### src/design/serial_ctrl_pkg.sv
package serial_ctrl_pkg;

  // register offsets on the plain register port
  localparam logic [7:0] STATUS_OFS   = 8'hc0;
  localparam logic [7:0] IRQ_DIR_OFS  = 8'hc1;
  localparam logic [7:0] FRAME_OFS    = 8'hc2;
  localparam logic [7:0] BAUD_LO_OFS  = 8'hc4;
  localparam logic [7:0] BAUD_HI_OFS  = 8'hc5;

  // reset values
  localparam logic [7:0] IRQ_DIR_RST  = 8'h00;
  localparam logic [7:0] FRAME_RST    = 8'h06;
  localparam logic [7:0] BAUD_LO_RST  = 8'h00;
  localparam logic [3:0] BAUD_HI_RST  = 4'h0;

  // irq_enable_and_direction_control fields
  localparam int RX_DONE_IE_BIT  = 7;
  localparam int TX_DONE_IE_BIT  = 6;
  localparam int TX_EMPTY_IE_BIT = 5;
  localparam int RX_ON_BIT       = 4;
  localparam int TX_ON_BIT       = 3;
  localparam int SIZE_HI_BIT     = 2;
  localparam int RX_NINTH_BIT    = 1;
  localparam int TX_NINTH_BIT    = 0;

  // frame_format_control fields
  localparam int MODE_LSB      = 6;
  localparam int PARITY_LSB    = 4;
  localparam int STOP_BIT      = 3;
  localparam int SIZE_LSB      = 1;
  localparam int ORDER_BIT     = 2;
  localparam int PHASE_BIT     = 1;
  localparam int POLARITY_BIT  = 0;

  // status word fields
  localparam int ST_RX_DONE_BIT  = 7;
  localparam int ST_TX_DONE_BIT  = 6;
  localparam int ST_TX_EMPTY_BIT = 5;
  localparam int ST_FILTER_BIT   = 0;

  localparam int BAUD_W      = 12;
  localparam int MAX_BITS    = 9;

  typedef enum logic [1:0] {
    MODE_ASYNC,
    MODE_SYNC,
    MODE_RESERVED,
    MODE_SPI
  } op_mode_t;

  localparam logic [1:0] PAR_OFF  = 2'h0;
  localparam logic [1:0] PAR_EVEN = 2'h2;
  localparam logic [1:0] PAR_ODD  = 2'h3;

endpackage : serial_ctrl_pkg

### src/design/serial_port_control_registers.sv
`timescale 1ns/1ps
// Contract
// - filter on: frames without address marking are dropped by receiver; transmitter unaffected.
// - receive-complete irq needs its enable, global flag and receive-complete flag.
// - transmit-complete irq needs its enable, global flag and transmit-complete flag.
// - buffer-empty irq needs its enable, global flag and buffer-empty flag.
// - receiver on owns receive pin; turning off flushes buffer and received ninth bit.
// - transmitter off only takes effect once shift register and buffer empty.
// - three-bit size code: 5,6,7,8 or 9 data bits; 100-110 reserved.
// - ninth received bit shown in control bit; software reads it first.
// - ninth transmit bit taken from control bit; software writes it first.
// - mode field: 00 async, 01 sync, 11 master spi, 10 reserved.
// - spi order, phase and polarity accepted in the mode-selecting write.
// - parity appended on transmit; receiver flags parity mismatch.
// - parity code: 00 off, 01 reserved, 10 even, 11 odd.
// - stop select gives one or two transmit stop bits; receiver ignores it.
// - in spi mode parity, stop select and size high bit do nothing.
// - spi order bit set sends lsb first, clear sends msb first.
// - spi phase picks leading or trailing edge for sampling.
// - sync polarity 0: output on rising, sample on falling; 1 swaps.
// - spi polarity sets idle level of the serial clock.
// - baud divisor is 12 bits: high holds top four, low holds eight.
// - writing low baud byte reloads prescaler at once.
// - receive-complete follows unread data and clears with receiver off.
// - high baud register holds bits 11:8 low, resets to zero.
module serial_port_control_registers (
  // clock and reset
  input  wire logic                                i_clk,
  input  wire logic                                i_rst_b,
  // register port
  input  wire logic [7:0]                          i_addr,
  input  wire logic [7:0]                          i_wr_data,
  input  wire logic                                i_wr_stb,
  input  wire logic                                i_rd_stb,
  output logic      [7:0]                          o_rd_data,
  // cpu side
  input  wire logic                                i_global_irq_en,
  output logic                                     o_irq_rx_done,
  output logic                                     o_irq_tx_done,
  output logic                                     o_irq_tx_empty,
  // status from the shift engine
  input  wire logic                                i_rx_unread,
  input  wire logic                                i_tx_done,
  input  wire logic                                i_tx_buffer_empty,
  input  wire logic                                i_tx_shift_busy,
  input  wire logic                                i_rx_load,
  input  wire logic                                i_rx_ninth,
  input  wire logic                                i_rx_frame_done,
  input  wire logic                                i_rx_addr_mark,
  input  wire logic [8:0]                          i_tx_char,
  input  wire logic [8:0]                          i_rx_char,
  input  wire logic                                i_rx_parity_bit,
  input  wire logic                                i_rx_parity_check,
  // control to the shift engine
  output logic                                     o_rx_done_flag,
  output logic                                     o_rx_pin_own,
  output logic                                     o_tx_pin_own,
  output logic                                     o_rx_flush,
  output logic                                     o_rx_frame_accept,
  output logic                                     o_tx_ninth,
  output logic      [3:0]                          o_data_bits,
  output logic      [1:0]                          o_mode,
  output logic                                     o_parity_enable,
  output logic                                     o_tx_parity_bit,
  output logic                                     o_parity_error,
  output logic                                     o_two_stop,
  output logic                                     o_lsb_first,
  output logic                                     o_sample_leading,
  output logic                                     o_sck_idle_level,
  output logic                                     o_change_on_rising,
  output logic      [serial_ctrl_pkg::BAUD_W-1:0]  o_baud_divisor,
  output logic                                     o_baud_tick
);

  ////////////////////////////////////////////////////////////////////////////
  // register state

  logic [7:0]                         irq_dir_q, irq_dir_d;
  logic [7:0]                         frame_q, frame_d;
  logic [7:0]                         baud_lo_q, baud_lo_d;
  logic [3:0]                         baud_hi_q, baud_hi_d;
  logic                               filter_q, filter_d;
  logic                               rx_ninth_q, rx_ninth_d;
  logic [7:0]                         rd_data_q, rd_data_d;
  logic                               tx_own_q, tx_own_d;
  logic                               rx_on_prev_q;
  logic                               accept_q, accept_d;
  logic                               perr_q, perr_d;
  logic [serial_ctrl_pkg::BAUD_W-1:0] pre_q, pre_d;
  logic                               tick_q, tick_d;
  logic                               baud_reload;
  serial_ctrl_pkg::op_mode_t          mode;
  logic                               is_spi;
  logic [2:0]                         size_code;
  logic [8:0]                         bit_mask;
  logic                               odd_sel;

  assign baud_reload = i_wr_stb && (i_addr == serial_ctrl_pkg::BAUD_LO_OFS);

  always_comb begin
    irq_dir_d  = irq_dir_q;
    frame_d    = frame_q;
    baud_lo_d  = baud_lo_q;
    baud_hi_d  = baud_hi_q;
    filter_d   = filter_q;
    rd_data_d  = 8'h00;
    if (i_wr_stb) begin
      unique case (i_addr)
        serial_ctrl_pkg::STATUS_OFS:  filter_d = i_wr_data[serial_ctrl_pkg::ST_FILTER_BIT];
        // the received ninth bit is read only, so it is never written here
        serial_ctrl_pkg::IRQ_DIR_OFS: irq_dir_d = {i_wr_data[7:2], 1'b0, i_wr_data[0]};
        serial_ctrl_pkg::FRAME_OFS:   frame_d = i_wr_data;
        serial_ctrl_pkg::BAUD_LO_OFS: baud_lo_d = i_wr_data;
        serial_ctrl_pkg::BAUD_HI_OFS: baud_hi_d = i_wr_data[3:0];
        default: ;
      endcase
    end
    if (i_rd_stb) begin
      unique case (i_addr)
        serial_ctrl_pkg::STATUS_OFS:  rd_data_d = {o_rx_done_flag, i_tx_done, i_tx_buffer_empty, 4'h0, filter_q};
        serial_ctrl_pkg::IRQ_DIR_OFS: rd_data_d = {irq_dir_q[7:2], rx_ninth_q, irq_dir_q[0]};
        serial_ctrl_pkg::FRAME_OFS:   rd_data_d = frame_q;
        serial_ctrl_pkg::BAUD_LO_OFS: rd_data_d = baud_lo_q;
        serial_ctrl_pkg::BAUD_HI_OFS: rd_data_d = {4'h0, baud_hi_q};
        default:                      rd_data_d = 8'h00;
      endcase
    end
  end

  always_ff @(posedge i_clk) begin
    if (!i_rst_b) begin
      irq_dir_q <= serial_ctrl_pkg::IRQ_DIR_RST;
      frame_q   <= serial_ctrl_pkg::FRAME_RST;
      baud_lo_q <= serial_ctrl_pkg::BAUD_LO_RST;
      baud_hi_q <= serial_ctrl_pkg::BAUD_HI_RST;
      filter_q  <= 1'b0;
      rd_data_q <= 8'h00;
    end else begin
      irq_dir_q <= irq_dir_d;
      frame_q   <= frame_d;
      baud_lo_q <= baud_lo_d;
      baud_hi_q <= baud_hi_d;
      filter_q  <= filter_d;
      rd_data_q <= rd_data_d;
    end
  end

  assign o_rd_data = rd_data_q;

  ////////////////////////////////////////////////////////////////////////////
  // interrupt gating

  assign o_rx_done_flag = irq_dir_q[serial_ctrl_pkg::RX_ON_BIT] && i_rx_unread;
  assign o_irq_rx_done  = irq_dir_q[serial_ctrl_pkg::RX_DONE_IE_BIT] && i_global_irq_en && o_rx_done_flag;
  assign o_irq_tx_done  = irq_dir_q[serial_ctrl_pkg::TX_DONE_IE_BIT] && i_global_irq_en && i_tx_done;
  assign o_irq_tx_empty = irq_dir_q[serial_ctrl_pkg::TX_EMPTY_IE_BIT] && i_global_irq_en
                          && i_tx_buffer_empty;

  ////////////////////////////////////////////////////////////////////////////
  // direction control and pin ownership

  always_comb begin
    // hold the pin until nothing is left to send, so a late clear cannot cut a frame
    tx_own_d   = irq_dir_q[serial_ctrl_pkg::TX_ON_BIT]
                 || (tx_own_q && (i_tx_shift_busy || !i_tx_buffer_empty));
    rx_ninth_d = i_rx_load ? i_rx_ninth : rx_ninth_q;
    if (o_rx_flush) begin
      rx_ninth_d = 1'b0;
    end
  end

  always_ff @(posedge i_clk) begin
    if (!i_rst_b) begin
      tx_own_q     <= 1'b0;
      rx_ninth_q   <= 1'b0;
      rx_on_prev_q <= 1'b0;
    end else begin
      tx_own_q     <= tx_own_d;
      rx_ninth_q   <= rx_ninth_d;
      rx_on_prev_q <= irq_dir_q[serial_ctrl_pkg::RX_ON_BIT];
    end
  end

  assign o_tx_pin_own = tx_own_q;
  assign o_rx_pin_own = irq_dir_q[serial_ctrl_pkg::RX_ON_BIT];
  assign o_rx_flush   = rx_on_prev_q && !irq_dir_q[serial_ctrl_pkg::RX_ON_BIT];
  assign o_tx_ninth   = irq_dir_q[serial_ctrl_pkg::TX_NINTH_BIT];

  ////////////////////////////////////////////////////////////////////////////
  // frame format decode

  assign mode   = serial_ctrl_pkg::op_mode_t'(frame_q[serial_ctrl_pkg::MODE_LSB +: 2]);
  assign o_mode = frame_q[serial_ctrl_pkg::MODE_LSB +: 2];
  assign is_spi = (mode == serial_ctrl_pkg::MODE_SPI);

  assign size_code = {irq_dir_q[serial_ctrl_pkg::SIZE_HI_BIT], frame_q[serial_ctrl_pkg::SIZE_LSB +: 2]};

  always_comb begin
    // reserved size codes fall back to eight bits; spi frames are always eight
    unique case (size_code)
      3'h0:    o_data_bits = 4'h5;
      3'h1:    o_data_bits = 4'h6;
      3'h2:    o_data_bits = 4'h7;
      3'h7:    o_data_bits = 4'h9;
      default: o_data_bits = 4'h8;
    endcase
    if (is_spi) begin
      o_data_bits = 4'h8;
    end
  end

  // parity 01 is reserved and treated as off
  assign o_parity_enable = !is_spi && (frame_q[serial_ctrl_pkg::PARITY_LSB +: 2] == serial_ctrl_pkg::PAR_EVEN
                           || frame_q[serial_ctrl_pkg::PARITY_LSB +: 2] == serial_ctrl_pkg::PAR_ODD);
  assign odd_sel         = frame_q[serial_ctrl_pkg::PARITY_LSB +: 2] == serial_ctrl_pkg::PAR_ODD;
  assign o_two_stop      = !is_spi && frame_q[serial_ctrl_pkg::STOP_BIT];

  assign o_lsb_first        = is_spi && frame_q[serial_ctrl_pkg::ORDER_BIT];
  assign o_sample_leading   = is_spi && !frame_q[serial_ctrl_pkg::PHASE_BIT];
  assign o_sck_idle_level   = frame_q[serial_ctrl_pkg::POLARITY_BIT];
  assign o_change_on_rising = !frame_q[serial_ctrl_pkg::POLARITY_BIT];

  ////////////////////////////////////////////////////////////////////////////
  // parity and address filter

  for (genvar i = 0; i < serial_ctrl_pkg::MAX_BITS; i++) begin : g_mask
    assign bit_mask[i] = (4'(i) < o_data_bits);
  end

  assign o_tx_parity_bit = (^(i_tx_char & bit_mask)) ^ odd_sel;

  always_comb begin
    perr_d   = o_parity_enable && i_rx_parity_check
               && (((^(i_rx_char & bit_mask)) ^ odd_sel) != i_rx_parity_bit);
    // the filter acts on the receiver only
    accept_d = i_rx_frame_done && (!filter_q || i_rx_addr_mark);
  end

  always_ff @(posedge i_clk) begin
    if (!i_rst_b) begin
      perr_q   <= 1'b0;
      accept_q <= 1'b0;
    end else begin
      perr_q   <= perr_d;
      accept_q <= accept_d;
    end
  end

  assign o_parity_error    = perr_q;
  assign o_rx_frame_accept = accept_q;

  ////////////////////////////////////////////////////////////////////////////
  // baud prescaler

  assign o_baud_divisor = {baud_hi_q, baud_lo_q};

  always_comb begin
    tick_d = 1'b0;
    if (baud_reload) begin
      // new divisor takes over at once; a frame in flight is corrupted
      pre_d = {baud_hi_q, i_wr_data};
    end else if (pre_q == '0) begin
      pre_d  = o_baud_divisor;
      tick_d = 1'b1;
    end else begin
      pre_d = pre_q - 12'h001;
    end
  end

  always_ff @(posedge i_clk) begin
    if (!i_rst_b) begin
      pre_q  <= '0;
      tick_q <= 1'b0;
    end else begin
      pre_q  <= pre_d;
      tick_q <= tick_d;
    end
  end

  assign o_baud_tick = tick_q;

  ////////////////////////////////////////////////////////////////////////////
  // checks

  property p_rx_irq;
    @(posedge i_clk) disable iff (!i_rst_b)
    o_irq_rx_done |-> irq_dir_q[7] && i_global_irq_en && i_rx_unread && irq_dir_q[4];
  endproperty
  a_rx_irq: assert property (p_rx_irq) else $error("rx irq without its causes");

  property p_tx_irq;
    @(posedge i_clk) disable iff (!i_rst_b)
    (irq_dir_q[6] && i_global_irq_en && i_tx_done) |-> o_irq_tx_done;
  endproperty
  a_tx_irq: assert property (p_tx_irq) else $error("tx done irq missing");

  property p_empty_irq;
    @(posedge i_clk) disable iff (!i_rst_b)
    o_irq_tx_empty |-> (irq_dir_q[5] && i_global_irq_en && i_tx_buffer_empty);
  endproperty
  a_empty_irq: assert property (p_empty_irq) else $error("empty irq without its causes");

  property p_flush;
    @(posedge i_clk) disable iff (!i_rst_b)
    $fell(irq_dir_q[4]) |-> o_rx_flush && !o_rx_done_flag ##1 !o_rx_flush;
  endproperty
  a_flush: assert property (p_flush) else $error("receiver off did not flush");

  property p_tx_hold;
    @(posedge i_clk) disable iff (!i_rst_b)
    (o_tx_pin_own && (i_tx_shift_busy || !i_tx_buffer_empty)) |=> o_tx_pin_own;
  endproperty
  a_tx_hold: assert property (p_tx_hold) else $error("tx pin released while busy");

  property p_reload;
    @(posedge i_clk) disable iff (!i_rst_b)
    baud_reload |=> pre_q == {baud_hi_q, $past(i_wr_data)} && o_baud_divisor == pre_q;
  endproperty
  a_reload: assert property (p_reload) else $error("prescaler not reloaded");

  property p_filter;
    @(posedge i_clk) disable iff (!i_rst_b)
    (i_rx_frame_done && filter_q && !i_rx_addr_mark) |=> !o_rx_frame_accept;
  endproperty
  a_filter: assert property (p_filter) else $error("unmarked frame accepted");

  property p_spi_reserved;
    @(posedge i_clk) disable iff (!i_rst_b)
    is_spi |-> !o_parity_enable && !o_two_stop && o_data_bits == 4'h8;
  endproperty
  a_spi_reserved: assert property (p_spi_reserved) else $error("spi mode used reserved fields");

  property p_ninth;
    @(posedge i_clk) disable iff (!i_rst_b)
    (i_rx_load && !o_rx_flush) |=> rx_ninth_q == $past(i_rx_ninth);
  endproperty
  a_ninth: assert property (p_ninth) else $error("ninth bit not captured");

  property p_size9;
    @(posedge i_clk) disable iff (!i_rst_b)
    (!is_spi && size_code == 3'h7) |-> o_data_bits == 4'h9;
  endproperty
  a_size9: assert property (p_size9) else $error("nine bit size wrong");

endmodule : serial_port_control_registers

### config.mk
export PLATFORM = sky130hd
export DESIGN_NAME = serial_port_control_registers
export DESIGN_NICKNAME = d
export VERILOG_FILES = /design/src/design/serial_ctrl_pkg.sv /design/src/design/serial_port_control_registers.sv
export SDC_FILE = /design/constraint.sdc
export NUM_CORES = 1
export LEC_CHECK = 0
export BUFFER_PORTS_ARGS = -buffer_cell sky130_fd_sc_hd__buf_2
export CORE_UTILIZATION = 45
export CTS_CLUSTER_SIZE = 14
export DETAILED_ROUTE_END_ITERATION = 12
export PLACE_DENSITY = 0.72
export SYNTH_ARGS = -nofsm -noshare
export SYNTH_HDL_FRONTEND = slang
export SYNTH_SLANG_ARGS = --single-unit
### constraint.sdc
create_clock -name i_clk -period 2.2 [get_ports i_clk]
set_clock_uncertainty 0.2 [all_clocks]
set_input_delay 0.11 -clock i_clk [delete_from_list [all_inputs] [get_ports i_clk]]
set_output_delay 0.11 -clock i_clk [all_outputs]
set_load 0.02 [all_outputs]
## After elaboration in Yosys (flattened, before gate mapping)

Index checks and enable logic that the tools add are counted.
W data, S select, Z words.

- Divide/modulo/power cells: 0
- Reduce and logical (&&, ||, !) cells: 39
- Multipliers: 0
- Add/sub/neg operators: 1
- Shifts and indexed selects: 0
- Mux-type cells: 6
- Equal/unequal tests: 12
- Bitwise logic cells: 5
- Order comparisons: 9

Operators with widths:

| cell | number |
|---|---|
| $eq A8 B8 Y1 const B | 5 |
| $pmux W8 S5 | 1 |
| $mux W12 | 2 |
| $and A9 B9 Y9 | 2 |
| $reduce_xor A9 Y1 | 2 |
| $logic_and A1 B1 Y1 | 17 |
| $lt A3 B4 Y1 const A | 4 |
| $pmux W4 S4 | 1 |
| $logic_not A12 Y1 | 1 |
| $reduce_and A2 Y1 | 6 |
| $sub A12 B1 Y12 const B | 1 |
| $lt A1 B4 Y1 const A | 2 |
| $lt A2 B4 Y1 const A | 2 |
| $eq A2 B2 Y1 const B | 3 |
| $logic_not A1 Y1 | 6 |
| $logic_or A1 B1 Y1 | 4 |
| $lt A4 B4 Y1 const A | 1 |
| $mux W4 | 1 |
| $reduce_or A2 Y1 | 2 |
| $eq A3 B1 Y1 const B | 1 |
| $eq A3 B2 Y1 const B | 1 |
| $eq A3 B3 Y1 const B | 1 |
| $logic_not A3 Y1 | 1 |
| $xor A1 B1 Y1 | 2 |
| other kinds (3) | 3 |

- Input port bits: 49
- Bits in read-only memories: 0
- Latch bits: 0
- Logic and storage cells: 85
- Bits in writable memories: 0
- Memories: 0
- Output and inout port bits: 44
- Register bits after elaboration: 54

## Depth between registers and ports, before layout

- Depth after elaboration: 9
- Mapped depth: 9
- Depth with buffers taken out: 7

## Least setup slack after synthesis

OpenSTA, ideal clock, no wires.

- Kind: register -> register
- From: register pre_q[7] (netlist name)
- To: register pre_q[10] (netlist name)
- Path buffers: 2
- Cell stages (with the launch flop): 8
- Arrival time: 1.914 ns
- Setup slack: -0.051 ns
- Data required time: 1.863 ns
- Clock period less this slack: 2.251 ns
- Setup time: 0.137 ns
- Path through: dfxtp_1 or4_4 or4_4 buf_6 and2_4 buf_6 nor2_1 a211oi_2

- Longest elaborated chain between the ends: 3
- Elaborated cells on any way between the ends: 4
- Those cells by class: add/sub: 1; mux: 2; reduce/logical: 1

Ends and longest elaborated chain:

| what | RTL line | source |
|---|---|---|
| from (decl) | serial_port_control_registers.sv:89 | `logic [serial_ctrl_pkg::BAUD_W-1:0] pre_q, pre_d;` |
| from (signal assigned) | serial_port_control_registers.sv:275 | `pre_q <= pre_d;` |
| $sub A12 B1 Y12 or $logic_not A12 Y1 (tied branches) | serial_port_control_registers.sv:266, serial_port_control_registers.sv:262 |  |
| $mux W12 * | serial_port_control_registers.sv:262 | `end else if (pre_q == '0) begin` |
| $mux W12 * | serial_port_control_registers.sv:259 | `if (baud_reload) begin` |

Mark *: on every way between the ends. The rest lies on a longest branch, timed or not.
A chain may end at the register's enable or synchronous reset.

## Worst setup path in the final report

- From: register pre_q[8] (netlist name)
- To: register pre_q[10] (netlist name)

Same word-level chain as after synthesis.

==> reports/results.txt <==
WP buf/inv -> 0
Number of synthesized flops with an enable pin -> 0
Critical path class -> reg -> reg
Vias per cell -> 5.41
Final setup vio count -> 0
PwrDens -> 760 nW/µm²
Final Instance Area -> 3590 µm²
Crit-path max FO -> 15
Slew margin rel. -> 0.632
Setup crit end kind -> register
Die Wd -> 80.3 µm
Syn avg cell area -> 8.70 µm²
Hold EP -> o_parity_error
Lkg Pwr -> 1.73 nW
Max Cap Violations -> 0
Highest metal used -> met4
Chip height -> 80.3 µm
Max incr delay on CP -> 550 ps
Register area share after synthesis -> 0.392
Post-synthesis cell type count -> 44
Slowest-stage cell, CP -> or4_4
Most used cell, CP -> or4_4
1st-pass router iterations -> 4
Slew Limit Fails -> 0
1st-iter DRT viols -> 118
Gr usage total -> 0.248
Worst Hold Class -> in -> reg
Routed met3 length -> 390 µm
CTS root buf -> clkbuf_8
Via count -> 2689
Wire length per cell -> 15.2 µm
R2R setup slack -> 50 ps
Sw Share -> 0.323
Core box area -> 5920 µm²
Routability congestion estimate -> 0.834
Total Die Area -> 6440 µm²
Cell Area, Placed -> 3290 µm²
Worst EP arrival -> 2200 ps
Hold Fails Final Rpt -> 0
# DRC -> 0
Maximum clock rate -> 0.466 GHz
Asr flop ratio synth -> 0
Clock-pin slew on the worst setup and hold paths -> 100 ps
Critical-path cell list -> or4_4 > or4_4 > and2_4 > a211oi_2
CTS buffer count -> 5
Final setup TNS -> 0 ps
Area of the mapped netlist -> 2760 µm²
Crit start category -> register
Rows -> 28
Share of cells above drive strength 1 -> 0.296
Slew @ Worst Pin -> 551 ps
Port-buffer cells -> 92
Detailed placement HPWL -> 5540 µm
Crit share post-route -> 0.976
Clock Power Share -> 0.258
# nets final -> 472
DR WL met2 -> 3610 µm
Syn nets -> 368
Sequential share of power -> 0.419
Pint -> 0.00185 W
Number of diodes -> 0
CTS sink cnt -> 54
Core Util, Final -> 0.607
Area Growth Syn to Fin -> 30.4%
Hold path depth -> 4
R2r endpoint -> pre_q[10]
Number of synthesized register bits -> 54
Critical path's top delay family -> simple AND/OR/NAND/NOR gates
Most common cell after layout, fill and taps aside -> buf_2
Critical Path RT -> 2250 ps
Power share of the combinational group -> 0.323
Fillers -> 527
Worst VDD drop -> 0.449 mV
Vias in the first global route -> 2540
Fin crit period -> 2150 ps
Synth Instances -> 317
I/O Pins -> 93
Starting Density -> 0.466
CTS tree -> done
CTS H-tree depth -> 2
FF-to-FF path depth -> 4
Clock Tree Buf Depth -> 2
Antenna violations before repair -> 0
Synth Warn # -> 0
WP depth -> 4
Primary FF master, synth -> dfxtp_1
R2r startpoint -> pre_q[8]
WL final -> 7540 µm
Largest net degree at the start of global routing -> 35
Global route overflow -> 0
Status -> finished clean
DRT antenna net count -> 0
Worst-skew pair later-pin latency -> 330 ps
Met1 WL -> 3360 µm
NetSw -> 0.000881 W
Hold_sp -> i_rx_char[5]
First-pass GRT wire length -> 12200 µm
Most frequent cells in the layout -> buf_2, dfxtp_1, nor2_1
RSZ-0062 raised after global routing -> yes
flip-flops by register name, summed over array words and instances (netlist names):
register	count
baud_hi_q	4
o_rd_data	8
irq_dir_q	7
pre_q	12
filter_q	1
frame_q	8
o_tx_pin_own	1
rx_ninth_q	1
o_rx_frame_accept	1
baud_lo_q	8
o_baud_tick	1
o_parity_error	1
rx_on_prev_q	1
cells in the mapped netlist (5+ instances only):
| cell | instances | area [µm²] |
|---|---|---|
| mux2i_1 | 32 | 320 |
| nor2_1 | 41 | 154 |
| and2_1 | 6 | 37.5 |
| nor3_1 | 5 | 25.0 |
| and3_1 | 5 | 31.3 |
| a21oi_1 | 23 | 115 |
| nand2_1 | 31 | 116 |
| xnor2_1 | 21 | 184 |
| inv_1 | 7 | 26.3 |
| clkbuf_1 | 12 | 45.0 |
| nand3_1 | 5 | 25.0 |
| o211ai_1 | 6 | 45.0 |
| dfxtp_1 | 54 | 1080 |
what timing repair did:
action / in CTS / in global routing
hold buffers: 17 / 0
hold endpoints to repair: 41 / 0
buffers inserted: 0 / 0
endpoints found under the setup margin: 1 / 6
gates resized for setup: 1 / 4
worst max path at each step:
stage                   from   endpoint
finish              pre_q[8]  pre_q[10]
global route        pre_q[8]  pre_q[10]
CTS                 pre_q[0]   pre_q[8]
detailed placement  pre_q[0]   pre_q[8]
global placement    pre_q[6]  pre_q[10]
floorplan           pre_q[6]  pre_q[10]
worst register-to-register path, delay by kind of cell, from the launching register on:
| kind | cells | cell delay (ps) |
|---|---|---|
| compound gates | 1 | 210 |
| flops | 1 | 340 |
| simple gates | 3 | 1330 |
kinds of logic after synthesis:
logic type,synth area share
and+or+nand+nor,0.217
buffers and inverters,0.0449
muxes,0.116
adders and majority gates,0.00908
xor gates and xnor gates,0.0794
AOI/OAI and AO/OA,0.141
DFF,0.392
power by group through the flow:
stage	Clock [W]	Sequential (W)	Combinational [W]
CTS	0.000709	0.00113	0.000873
finish	0.000705	0.00114	0.000882
floorplan	0	0.00114	0.000703
global route	0.000751	0.00116	0.000983
detailed placement	0	0.00116	0.000845
global placement	0	0.00115	0.000821
routing by layer:
metal,up-vias,GRT usage
li1,1306,-
met1,1283,0.322
met2,85,0.415
met3,15,0.0295
met4,0,0.100
met5,-,0
metrics by stage:
stage	instances	hold slack [ps]	total power [W]	setup slack, ps
floorplan	317	-28.1	0.00185	75.1
global placement	472	138	0.00197	101
detailed placement	472	141	0.00200	63.6
CTS	497	4.88	0.00272	17.5
global route	497	56.1	0.00289	-3.66
finish	497	7.47	0.00273	53.6
layout make-up:
cell class	count	area, µm²	area share
Multi-Input combinational cell	237	1580	0.439
Sequential cell	54	1080	0.302
Timing Repair Buffer	116	696	0.194
Tap cell	75	93.8	0.0261
Clock buffer	5	68.8	0.0192
Clock inverter	3	47.5	0.0132
Inverter	7	26.3	0.00731
No activity file was read; power rests on OpenSTA's default activity.
